## config.mk

```make
export PLATFORM = sky130hd
export DESIGN_NAME = stop_release_subclock_control
export DESIGN_NICKNAME = d
export VERILOG_FILES = /design/src/hw/clkctl_pkg.sv /design/src/hw/stop_release_subclock_control.sv /design/src/hw/stab_counter.sv
export VERILOG_INCLUDE_DIRS = /design/src /design/src/hw
export SDC_FILE = /design/constraint.sdc
export NUM_CORES = 1
export LEC_CHECK = 0
export BUFFER_PORTS_ARGS = -buffer_cell sky130_fd_sc_hd__buf_2
export CAP_MARGIN = 20
export CORE_UTILIZATION = 56
export CTS_CLUSTER_DIAMETER = 30
export DETAILED_ROUTE_END_ITERATION = 8
export HOLD_SLACK_MARGIN = 0.15
export PLACE_DENSITY = 0.9
export SLEW_MARGIN = 10
export SYNTH_ARGS = -nofsm -noshare
export SYNTH_HDL_FRONTEND = slang
export SYNTH_HIERARCHICAL = 1
export SYNTH_SLANG_ARGS = --single-unit
```

## constraint.sdc

```tcl
create_clock -name pclk -period 3.89 [get_ports pclk]
set_input_delay 0.5835 -clock pclk [delete_from_list [all_inputs] [get_ports pclk]]
set_output_delay 0.5835 -clock pclk [all_outputs]
set_load 0.01 [all_outputs]
```

## src/hw/clkctl_cfg.svh

```systemverilog
// Purpose: offsets, field positions, reset values and timing counts of the clock controller
// Assumes: 32-bit APB, one aligned word per register
// Notes:   included by bare name
`ifndef CLKCTL_CFG_SVH
`define CLKCTL_CFG_SVH

// ----------------------------------------------------------------
// register offsets
// ----------------------------------------------------------------
`define OFS_PROC_CLK_CTRL   12'h000
`define OFS_SETTLE_SEL      12'h004
`define OFS_POWER_MODE      12'h008
`define OFS_STATUS          12'h00C
`define OFS_PERIPH_CLK_SEL  12'h010

// ----------------------------------------------------------------
// field positions
// ----------------------------------------------------------------
`define PCC_DIV_LSB         0
`define PCC_DIV_MSB         2
`define PCC_SUBSEL_BIT      3
`define PCC_CLS_BIT         4
`define PCC_MCK_BIT         6
`define PMC_STOP_BIT        0
`define PSEL_ITMR_LSB       0
`define PSEL_ITMR_MSB       1
`define PSEL_ASYNC_BIT      2
`define PSEL_CSI_LSB        3
`define PSEL_CSI_MSB        8

// ----------------------------------------------------------------
// reset values and timing
// ----------------------------------------------------------------
`define DIV_RST             3'h0
`define SETTLE_SEL_RST      3'h3
`define SETTLE_BASE_LOG2    13
`define ADC_DISCARD_N       2'h2
`define CLK_PERIOD_NS       20
`define DAC_SETTLE_NS       2000
`define DAC_SETTLE_CYC      ((`DAC_SETTLE_NS + `CLK_PERIOD_NS - 1) / `CLK_PERIOD_NS)

`endif

```

## src/hw/clkctl_pkg.sv

```systemverilog
// Purpose: types shared by the clock controller files
// Assumes: nothing
// Notes:   one-hot state codes
`default_nettype none

package clkctl_pkg;

    typedef enum logic [3:0] {
        PM_RESET_STAB = 4'b0001,
        PM_RUN        = 4'b0010,
        PM_STOP       = 4'b0100,
        PM_STAB       = 4'b1000
    } pm_state_t;

    typedef enum logic [1:0] {
        ITMR_MAIN  = 2'h0,
        ITMR_RING8 = 2'h1,
        ITMR_SUB   = 2'h2,
        ITMR_RSVD  = 2'h3
    } itmr_src_t;

endpackage

`default_nettype wire

```

## src/hw/stop_release_subclock_control.sv

```systemverilog
// Purpose: STOP release timing, subclock switching and peripheral clock gating
// Assumes: release and reset requests come from logic on pclk
// Notes:   registers on APB, no wait states
//
// The APB interface to the registers and the address map are this design's own decisions.
`include "clkctl_cfg.svh"
`default_nettype none

module stop_release_subclock_control
    import clkctl_pkg::*;
#(
    parameter int SETTLE_BASE = `SETTLE_BASE_LOG2,
    parameter int CNT_W       = 24
) (
    // apb clock and reset
    input  wire logic        pclk,
    input  wire logic        presetn,
    // apb slave
    input  wire logic        psel,
    input  wire logic        penable,
    input  wire logic        pwrite,
    input  wire logic [11:0] paddr,
    input  wire logic [31:0] pwdata,
    input  wire logic [3:0]  pstrb,
    output var  logic        pready_q,
    output var  logic [31:0] prdata_q,
    output var  logic        pslverr_q,
    // release and reset sources
    input  wire logic        release_irq,
    input  wire logic        watchdog_reset_signal,
    input  wire logic        low_voltage_detector,
    input  wire logic        clock_monitor,
    // clock tree controls
    output var  logic        main_osc_en_q,
    output var  logic        sysclk_sel_sub_q,
    output var  logic [2:0]  clk_div_sel_q,
    output var  logic        cpu_clk_en_q,
    output var  logic [5:0]  periph_clk_en_q,
    output var  logic        rto_hold_q,
    output var  logic        interval_timer_clk_en_q,
    output var  logic        async_port_clk_en_q,
    output var  logic [5:0]  clocked_serial_clk_en_q,
    // analog to digital converter
    input  wire logic        adc_enable,
    input  wire logic        adc_conv_done,
    output var  logic        adc_run_q,
    output var  logic        adc_result_valid_q,
    // digital to analog converter
    input  wire logic        dac_enable,
    output var  logic        dac_conv_q,
    output var  logic        dac_out_en_q
);

    localparam logic [CNT_W-1:0] ONE_C     = CNT_W'(1);
    localparam logic [7:0]       DAC_SET_C = 8'(`DAC_SETTLE_CYC);

    // ----------------------------------------------------------------
    // apb decode
    // ----------------------------------------------------------------
    wire setup_ph   = psel & ~penable;
    wire wr_acc     = psel & penable & pready_q & pwrite;
    wire wr_lane0   = wr_acc & pstrb[0];
    wire wr_lane1   = wr_acc & pstrb[1];
    wire hit_pcc    = (paddr == `OFS_PROC_CLK_CTRL);
    wire hit_settle = (paddr == `OFS_SETTLE_SEL);
    wire hit_pmode  = (paddr == `OFS_POWER_MODE);
    wire hit_stat   = (paddr == `OFS_STATUS);
    wire hit_psel   = (paddr == `OFS_PERIPH_CLK_SEL);
    wire mapped     = hit_pcc | hit_settle | hit_pmode | hit_stat | hit_psel;
    wire settle_wr  = wr_lane0 & hit_settle;
    wire psel_wr_lo = wr_lane0 & hit_psel;
    wire psel_wr_hi = wr_lane1 & hit_psel;
    wire pmode_wr   = wr_lane0 & hit_pmode;

    // ----------------------------------------------------------------
    // state
    // ----------------------------------------------------------------
    pm_state_t   state_q;
    pm_state_t   state_d;
    logic        subsel_q;
    logic        subsel_d;
    logic        mck_q;
    logic        mck_d;
    logic [2:0]  div_d;
    logic        cls_q;
    logic [2:0]  settle_sel_q;
    logic [2:0]  settle_sel_d;
    logic [1:0]  itmr_src_q;
    logic [1:0]  itmr_src_d;
    logic        async_ext_q;
    logic        async_ext_d;
    logic [5:0]  csi_ext_q;
    logic [5:0]  csi_ext_d;
    logic        start_q;
    logic        start_d;
    logic [CNT_W-1:0] len_q;
    logic [CNT_W-1:0] len_d;
    logic        stab_busy;
    logic        stab_done;
    logic [1:0]  discard_q;
    logic [1:0]  discard_d;
    logic        adc_valid_d;
    logic        dac_was_on_q;
    logic        dac_was_on_d;
    logic [7:0]  dac_wait_q;
    logic [7:0]  dac_wait_d;

    wire sys_reset_req = watchdog_reset_signal | low_voltage_detector | clock_monitor;
    wire stop_req      = pmode_wr & pwdata[`PMC_STOP_BIT];
    wire in_run        = (state_q == PM_RUN);
    wire in_stop       = (state_q == PM_STOP);
    wire stop_enter    = in_run & stop_req & ~sys_reset_req;
    wire run_enter     = (state_d == PM_RUN) & ~in_run;
    wire halted        = ~in_run;
    wire main_running  = ~mck_q & ~in_stop;

    // ----------------------------------------------------------------
    // power mode sequencer
    // ----------------------------------------------------------------
    always_comb begin
        state_d = state_q;
        case (state_q)
            PM_RESET_STAB: begin
                if (stab_done)
                    state_d = PM_RUN;
            end
            PM_RUN: begin
                if (stop_req)
                    state_d = PM_STOP;
            end
            PM_STOP: begin
                if (release_irq)
                    state_d = PM_STAB;
            end
            PM_STAB: begin
                if (stab_done)
                    state_d = PM_RUN;
            end
            default: state_d = PM_RESET_STAB;
        endcase
        if (sys_reset_req)
            state_d = PM_RESET_STAB;
    end

    // stabilisation length: selected period on interrupt release, default on reset
    wire [CNT_W-1:0] sel_len = ONE_C << (SETTLE_BASE + int'(settle_sel_q));
    wire [CNT_W-1:0] rst_len = ONE_C << (SETTLE_BASE + int'(`SETTLE_SEL_RST));
    assign start_d = (state_d == PM_RESET_STAB && sys_reset_req) | (in_stop && release_irq);
    assign len_d   = sys_reset_req ? rst_len : in_stop ? sel_len : len_q;

    stab_counter #(
        .W (CNT_W)
    ) u_stab (
        .pclk    (pclk),
        .presetn (presetn),
        .start   (start_q),
        .len     (len_q),
        .busy_q  (stab_busy),
        .done_q  (stab_done)
    );

    // ----------------------------------------------------------------
    // clock control, settle select and peripheral clock select registers
    // ----------------------------------------------------------------
    wire pcc_wr = wr_lane0 & hit_pcc;
    assign subsel_d = sys_reset_req ? 1'b0 :
                      (pcc_wr ? pwdata[`PCC_SUBSEL_BIT] : subsel_q);
    assign mck_d    = sys_reset_req ? 1'b0 :
                      (pcc_wr ? pwdata[`PCC_MCK_BIT] : mck_q);
    assign div_d    = sys_reset_req ? `DIV_RST :
                      (pcc_wr ? pwdata[`PCC_DIV_MSB:`PCC_DIV_LSB] : clk_div_sel_q);
    assign settle_sel_d = settle_wr ? pwdata[2:0] : settle_sel_q;
    assign itmr_src_d   = psel_wr_lo ? pwdata[`PSEL_ITMR_MSB:`PSEL_ITMR_LSB] : itmr_src_q;
    assign async_ext_d  = psel_wr_lo ? pwdata[`PSEL_ASYNC_BIT] : async_ext_q;
    assign csi_ext_d[4:0] = psel_wr_lo ? pwdata[7:`PSEL_CSI_LSB] : csi_ext_q[4:0];
    assign csi_ext_d[5]   = psel_wr_hi ? pwdata[`PSEL_CSI_MSB] : csi_ext_q[5];

    // ----------------------------------------------------------------
    // converters
    // ----------------------------------------------------------------
    always_comb begin
        discard_d   = discard_q;
        adc_valid_d = adc_result_valid_q;
        if (sys_reset_req) begin
            discard_d   = 2'h0;
            adc_valid_d = 1'b0;
        end else if (stop_enter) begin
            discard_d   = `ADC_DISCARD_N;
            adc_valid_d = 1'b0;
        end else if (adc_conv_done && adc_run_q) begin
            adc_valid_d = (discard_q == 2'h0);
            if (discard_q != 2'h0)
                discard_d = discard_q - 2'h1;
        end
    end

    assign dac_was_on_d = stop_enter ? dac_enable : dac_was_on_q;
    assign dac_wait_d   = (run_enter && dac_was_on_q) ? DAC_SET_C :
                          (dac_wait_q != 8'h00) ? (dac_wait_q - 8'h01) : dac_wait_q;

    // ----------------------------------------------------------------
    // apb read data
    // ----------------------------------------------------------------
    wire [31:0] rd_pcc    = {25'h0, mck_q, 1'b0, cls_q, subsel_q, clk_div_sel_q};
    wire [31:0] rd_settle = {29'h0, settle_sel_q};
    wire [31:0] rd_stat   = {26'h0, dac_out_en_q, adc_result_valid_q, main_running, stab_busy, in_stop, in_run};
    wire [31:0] rd_psel   = {23'h0, csi_ext_q, async_ext_q, itmr_src_q};
    wire [31:0] rd_mux    = hit_pcc    ? rd_pcc :
                            hit_settle ? rd_settle :
                            hit_stat   ? rd_stat :
                            hit_psel   ? rd_psel : 32'h0;

    // ----------------------------------------------------------------
    // registers
    // ----------------------------------------------------------------
    always_ff @(posedge pclk or negedge presetn) begin
        if (!presetn) begin
            pready_q  <= 1'b0;
            prdata_q  <= 32'h0;
            pslverr_q <= 1'b0;
        end else begin
            pready_q  <= setup_ph;
            prdata_q  <= (setup_ph && !pwrite) ? rd_mux : 32'h0;
            pslverr_q <= setup_ph & ~mapped;
        end
    end

    always_ff @(posedge pclk or negedge presetn) begin
        if (!presetn) begin
            state_q       <= PM_RESET_STAB;
            start_q       <= 1'b1;
            len_q         <= ONE_C << (SETTLE_BASE + int'(`SETTLE_SEL_RST));
        end else begin
            state_q       <= state_d;
            start_q       <= start_d;
            len_q         <= len_d;
        end
    end

    always_ff @(posedge pclk or negedge presetn) begin
        if (!presetn) begin
            subsel_q      <= 1'b0;
            mck_q         <= 1'b0;
            clk_div_sel_q <= `DIV_RST;
            settle_sel_q  <= `SETTLE_SEL_RST;
        end else begin
            subsel_q      <= subsel_d;
            mck_q         <= mck_d;
            clk_div_sel_q <= div_d;
            settle_sel_q  <= settle_sel_d;
        end
    end

    always_ff @(posedge pclk or negedge presetn) begin
        if (!presetn) begin
            itmr_src_q  <= ITMR_MAIN;
            async_ext_q <= 1'b0;
            csi_ext_q   <= 6'h00;
            discard_q   <= 2'h0;
            dac_was_on_q <= 1'b0;
            dac_wait_q  <= 8'h00;
        end else begin
            itmr_src_q  <= itmr_src_d;
            async_ext_q <= async_ext_d;
            csi_ext_q   <= csi_ext_d;
            discard_q   <= discard_d;
            dac_was_on_q <= dac_was_on_d;
            dac_wait_q  <= dac_wait_d;
        end
    end

    // ----------------------------------------------------------------
    // clock tree outputs
    // ----------------------------------------------------------------
    wire itmr_ok  = (itmr_src_q == ITMR_RING8) | (itmr_src_q == ITMR_SUB);
    wire next_run = (state_d == PM_RUN);

    always_ff @(posedge pclk or negedge presetn) begin
        if (!presetn) begin
            main_osc_en_q           <= 1'b1;
            sysclk_sel_sub_q        <= 1'b0;
            cls_q                   <= 1'b0;
            cpu_clk_en_q            <= 1'b0;
        end else begin
            main_osc_en_q           <= ~mck_d & (state_d != PM_STOP);
            sysclk_sel_sub_q        <= subsel_q;
            cls_q                   <= sysclk_sel_sub_q;
            cpu_clk_en_q            <= next_run;
        end
    end

    always_ff @(posedge pclk or negedge presetn) begin
        if (!presetn) begin
            periph_clk_en_q         <= 6'h00;
            rto_hold_q              <= 1'b1;
            interval_timer_clk_en_q <= 1'b0;
            async_port_clk_en_q     <= 1'b0;
            clocked_serial_clk_en_q <= 6'h00;
        end else begin
            periph_clk_en_q         <= {6{main_running & in_run}};
            rto_hold_q              <= ~main_running;
            interval_timer_clk_en_q <= main_running | itmr_ok;
            async_port_clk_en_q     <= main_running | async_ext_q;
            clocked_serial_clk_en_q <= {6{main_running}} | csi_ext_q;
        end
    end

    // ----------------------------------------------------------------
    // converter outputs
    // ----------------------------------------------------------------
    always_ff @(posedge pclk or negedge presetn) begin
        if (!presetn) begin
            adc_run_q          <= 1'b0;
            adc_result_valid_q <= 1'b0;
        end else begin
            adc_run_q          <= adc_enable & next_run & ~mck_d;
            adc_result_valid_q <= adc_valid_d;
        end
    end

    always_ff @(posedge pclk or negedge presetn) begin
        if (!presetn) begin
            dac_conv_q         <= 1'b0;
            dac_out_en_q       <= 1'b0;
        end else begin
            dac_conv_q         <= dac_enable & next_run;
            dac_out_en_q       <= dac_enable & next_run & ~halted & (dac_wait_d == 8'h00);
        end
    end

endmodule

`default_nettype wire

```

## src/hw/stab_counter.sv

```systemverilog
// Purpose: down counter timing an oscillation stabilisation period
// Assumes: start is a one-cycle pulse, len at least 1
// Notes:   done pulses one cycle after the last counted cycle
`default_nettype none

module stab_counter #(
    parameter int W = 24
) (
    // clock and reset
    input  wire logic         pclk,
    input  wire logic         presetn,
    // control
    input  wire logic         start,
    input  wire logic [W-1:0] len,
    // result
    output var  logic         busy_q,
    output var  logic         done_q
);

    logic [W-1:0] cnt_q;
    logic [W-1:0] cnt_d;
    logic         busy_d;
    logic         done_d;
    wire          last = busy_q && (cnt_q == '0);

    assign cnt_d  = start ? (len - W'(1)) : (busy_q && !last) ? (cnt_q - W'(1)) : cnt_q;
    assign busy_d = start | (busy_q & ~last);
    assign done_d = last & ~start;

    always_ff @(posedge pclk or negedge presetn) begin
        if (!presetn) begin
            cnt_q  <= '0;
            busy_q <= 1'b0;
            done_q <= 1'b0;
        end else begin
            cnt_q  <= cnt_d;
            busy_q <= busy_d;
            done_q <= done_d;
        end
    end

endmodule

`default_nettype wire

```

==> results_dict.tcl <==
set metrics [dict create \
    ys_warn_count 6 \
    drive_gt1_share_pct 18.4 \
    drc 0 \
    cts_tree "done" \
    path_max_fanout 35 \
    min_path_type "in -> async" \
    synth-edff-count 0 \
    antenna_cells 0 \
    core_area_sq_um 10800 \
    yosysUniqueCellTypes 67 \
    slew_headroom_pct 41.3 \
    slowest_delay_ns 1.02 \
    cts_buffers 9 \
    die_w_um 107 \
    synth_seq_cells 112 \
    antenna_found_initial 0 \
    fin_tns_setup_ns 0 \
    clock.fmax_mhz 317 \
    track_usage_pct 26.1 \
    critPathTopFamily "flip-flops" \
    reg2reg_slack_ns 0.74 \
    worstPathArrival_ns 3.46 \
    grt_pass1_vias 4879 \
    end_kind "register" \
    syn_inst 626 \
    crit_top_cell "mux2i_1" \
    syn_area_per_cell_sq_um 9.89 \
    startpoint_type "register" \
    clk_pin_slew_ns 0.11 \
    async_flop_share_pct 100 \
    critPathBufInv 0 \
    dr.pass1.iters 5 \
    ctsHoldBuffers 0 \
    crit_type "reg -> reg" \
    worstMarginPinSlew_ns 0.878 \
    ant_nets 0 \
    io_pins 119 \
    rsz0062_at_grt "no" \
    h-tree-depth 3 \
    power_density_nw_per_um2 326 \
    clock_skew_ns 0.0113 \
    drv_cap 0 \
    final_cells 826 \
    std_cell_rows 38 \
    synth_flop_cell "dfrtp_1" \
    required_ns 4.20 \
    die_y_um 107 \
    hold_viol 0 \
    fp.dieArea_sq_um 11500 \
    status "finished clean" \
    ff2ff_path_depth 7 \
    wire_per_inst_um 16.9 \
    place_congestion 0.889 \
    period_share_pct 81.0 \
    syn-cell-area_sq_um 6190 \
    root_buffer "clkbuf_8" \
    dp_cells 810 \
    ys_seq_area_share_pct 45.4 \
    crit_slowest_cell "dfstp_2" \
    crit_path_cell_trace "mux2i_1 > ha_1 > o21ai_0 > nor4_1 > nand3_1 > xor2_1 > mux2i_1" \
    period_needed_ns 3.15 \
    grt_start_max_net_pins 69 \
    peakVddDrop_mv 0.251 \
    grt-ovfl-total 0 \
    synthToLayoutAreaGrowth_pct 8.43 \
    cts_buffer_depth 2 \
    clk_latency_ns 0.38 \
    maxSlewViolCount 0 \
    dr.first_iter.drc_count 362 \
    cts_sinks 112 \
    reg2reg_from "start_q$_DFF_PN1_" \
    routed_wl_mm 14.0 \
    hpwlAfterDp_mm 10.2 \
    viasPerCell 5.94 \
    reg2reg_to "u_stab/cnt_q[14]$_DFFE_PN0P_" \
    grt_pass1_wl_mm 23.5 \
    cts_resized 0 \
    port_buffers 70 \
    nNetsFinal 746 \
    initial_core_util_pct 57.4 \
    vias 4910 \
    setup_viol 0 \
    power.leakage_uw 0.00308 \
    cts_setup_buffers 0 \
]
[cell type report]
class | instances | area [sq um]
Sequential cell | 112 | 2810
Multi-Input combinational cell | 468 | 3070
Fill cell | 859 | 4080
Clock inverter | 6 | 73.8
Timing Repair Buffer | 78 | 413
Clock buffer | 10 | 128
Inverter | 12 | 45.0
Tap cell | 140 | 175
[cells in the final DEF, fill, tap and decap left out, drive strengths merged, types with 3 or more instances in the layout]
cell    instances
mux2i          31
a21oi          26
nor3b          10
or2             4
a211oi          4
dfstp           7
buf            78
and2            4
a32o            3
nand3          20
or3             6
dfrtp         105
and3            8
nor3           32
ha              5
a22o            7
nand2b         13
clkbuf         10
a31oi           4
inv            17
xnor2          22
nand4           9
conb           23
nand2          55
nor2b           8
o22ai           6
nor2           59
mux2           13
xor2           24
nor4b           6
nor4           17
or4             5
o21ai          22
[metrics by stage]
| step | util [%] | instance area, sq um | total power, uW | hold WS (ns) | setup WS, ns |
|---|---|---|---|---|---|
| 2_1_floorplan | - | 6270 | 1420 | 0.288 | 0.344 |
| 3_3_place_gp | 60.3 | 6510 | 1470 | 0.370 | 0.922 |
| 3_5_place_dp | 60.3 | 6510 | 1480 | 0.366 | 0.754 |
| 4_1_cts | 62.2 | 6710 | 2200 | 0.327 | 0.735 |
| 5_1_grt | 62.2 | 6710 | 2270 | 0.378 | 0.480 |
| 6_report | 62.2 | 6710 | 2190 | 0.311 | 0.738 |
[how the worst max path moves through the flow]
stage                                 start                            to  depth (start not counted)
after floorplan           start_q$_DFF_PN1_  u_stab/cnt_q[14]$_DFFE_PN0P_                         13
after global placement    start_q$_DFF_PN1_  u_stab/cnt_q[17]$_DFFE_PN0P_                          6
after detailed placement  start_q$_DFF_PN1_  u_stab/cnt_q[23]$_DFFE_PN0P_                          6
after CTS                 start_q$_DFF_PN1_  u_stab/cnt_q[23]$_DFFE_PN0P_                          6
after global routing      start_q$_DFF_PN1_  u_stab/cnt_q[14]$_DFFE_PN0P_                          7
final                     start_q$_DFF_PN1_  u_stab/cnt_q[14]$_DFFE_PN0P_                          7
[report_power, final]
| part | switching, uW | leakage, uW | internal [uW] |
|---|---|---|---|
| registers | 43.8 | 0.00141 | 1190 |
| logic | 141 | 0.00157 | 89.9 |
| clock network | 409 | 0.000103 | 310 |
[cell families (layout without fill, tap and decap cells)]
group,count (synthesis),in the layout,share of synthesized area (%)
and+or+nand+nor,266,266,24.4
DFF,112,112,45.4
AOI/OAI and AO/OA,84,84,8.85
buffers and inverters,68,106,6.39
xor gates and xnor gates,46,46,6.51
muxes,44,44,7.38
adders and majority gates,5,5,1.01
other,1,23,0.0606
[layer usage]
layer / vias up / GRT usage (%) / wire length (um)
met5: - / 0 / 0
met4: 0 / 10.9 / 351
met3: 37 / 5.23 / 874
met2: 202 / 43.2 / 7070
met1: 2396 / 33.6 / 5700
li1: 2275 / - / -
[registers in the layout (all words and copies together), names as in the netlist, 2 cells and up]
name and flops:
dac_wait_q 8, clocked_serial_clk_en_q 6, csi_ext_q 6, settle_sel_q 3, len_q 24, clk_div_sel_q 3
u_stab/cnt_q 24, prdata_q 9, state_q 4, itmr_src_q 2, discard_q 2
[Yosys cell counts (all sizes together), types with 3 or more instances]
library cell  number  area share (%)
a31oi              4            0.51
mux2              13             2.4
nand3             20             1.6
mux2i             31             5.0
a21oi             26             2.1
dfstp              7             3.0
nand2             55             3.4
ha                 5             1.0
inv               12            0.73
nor3b             10             1.3
buf               49             5.2
xnor2             22             3.1
nor2              59             3.6
nand4              9            0.91
nor2b              8            0.81
clkbuf             7            0.42
a211oi             4            0.48
a22o               7            0.99
nor4b              6             1.3
xor2              24             3.4
nor4              17             3.0
dfrtp            105              42
or3                6            0.61
a32o               3            0.48
or2                4            0.40
o21ai             22             1.8
or4                5            0.67
and2               4            0.40
nand2b            13             1.3
and3               8            0.81
nor3              32             2.7
o22ai              6            0.71
(Power assumes the default switching activity.)
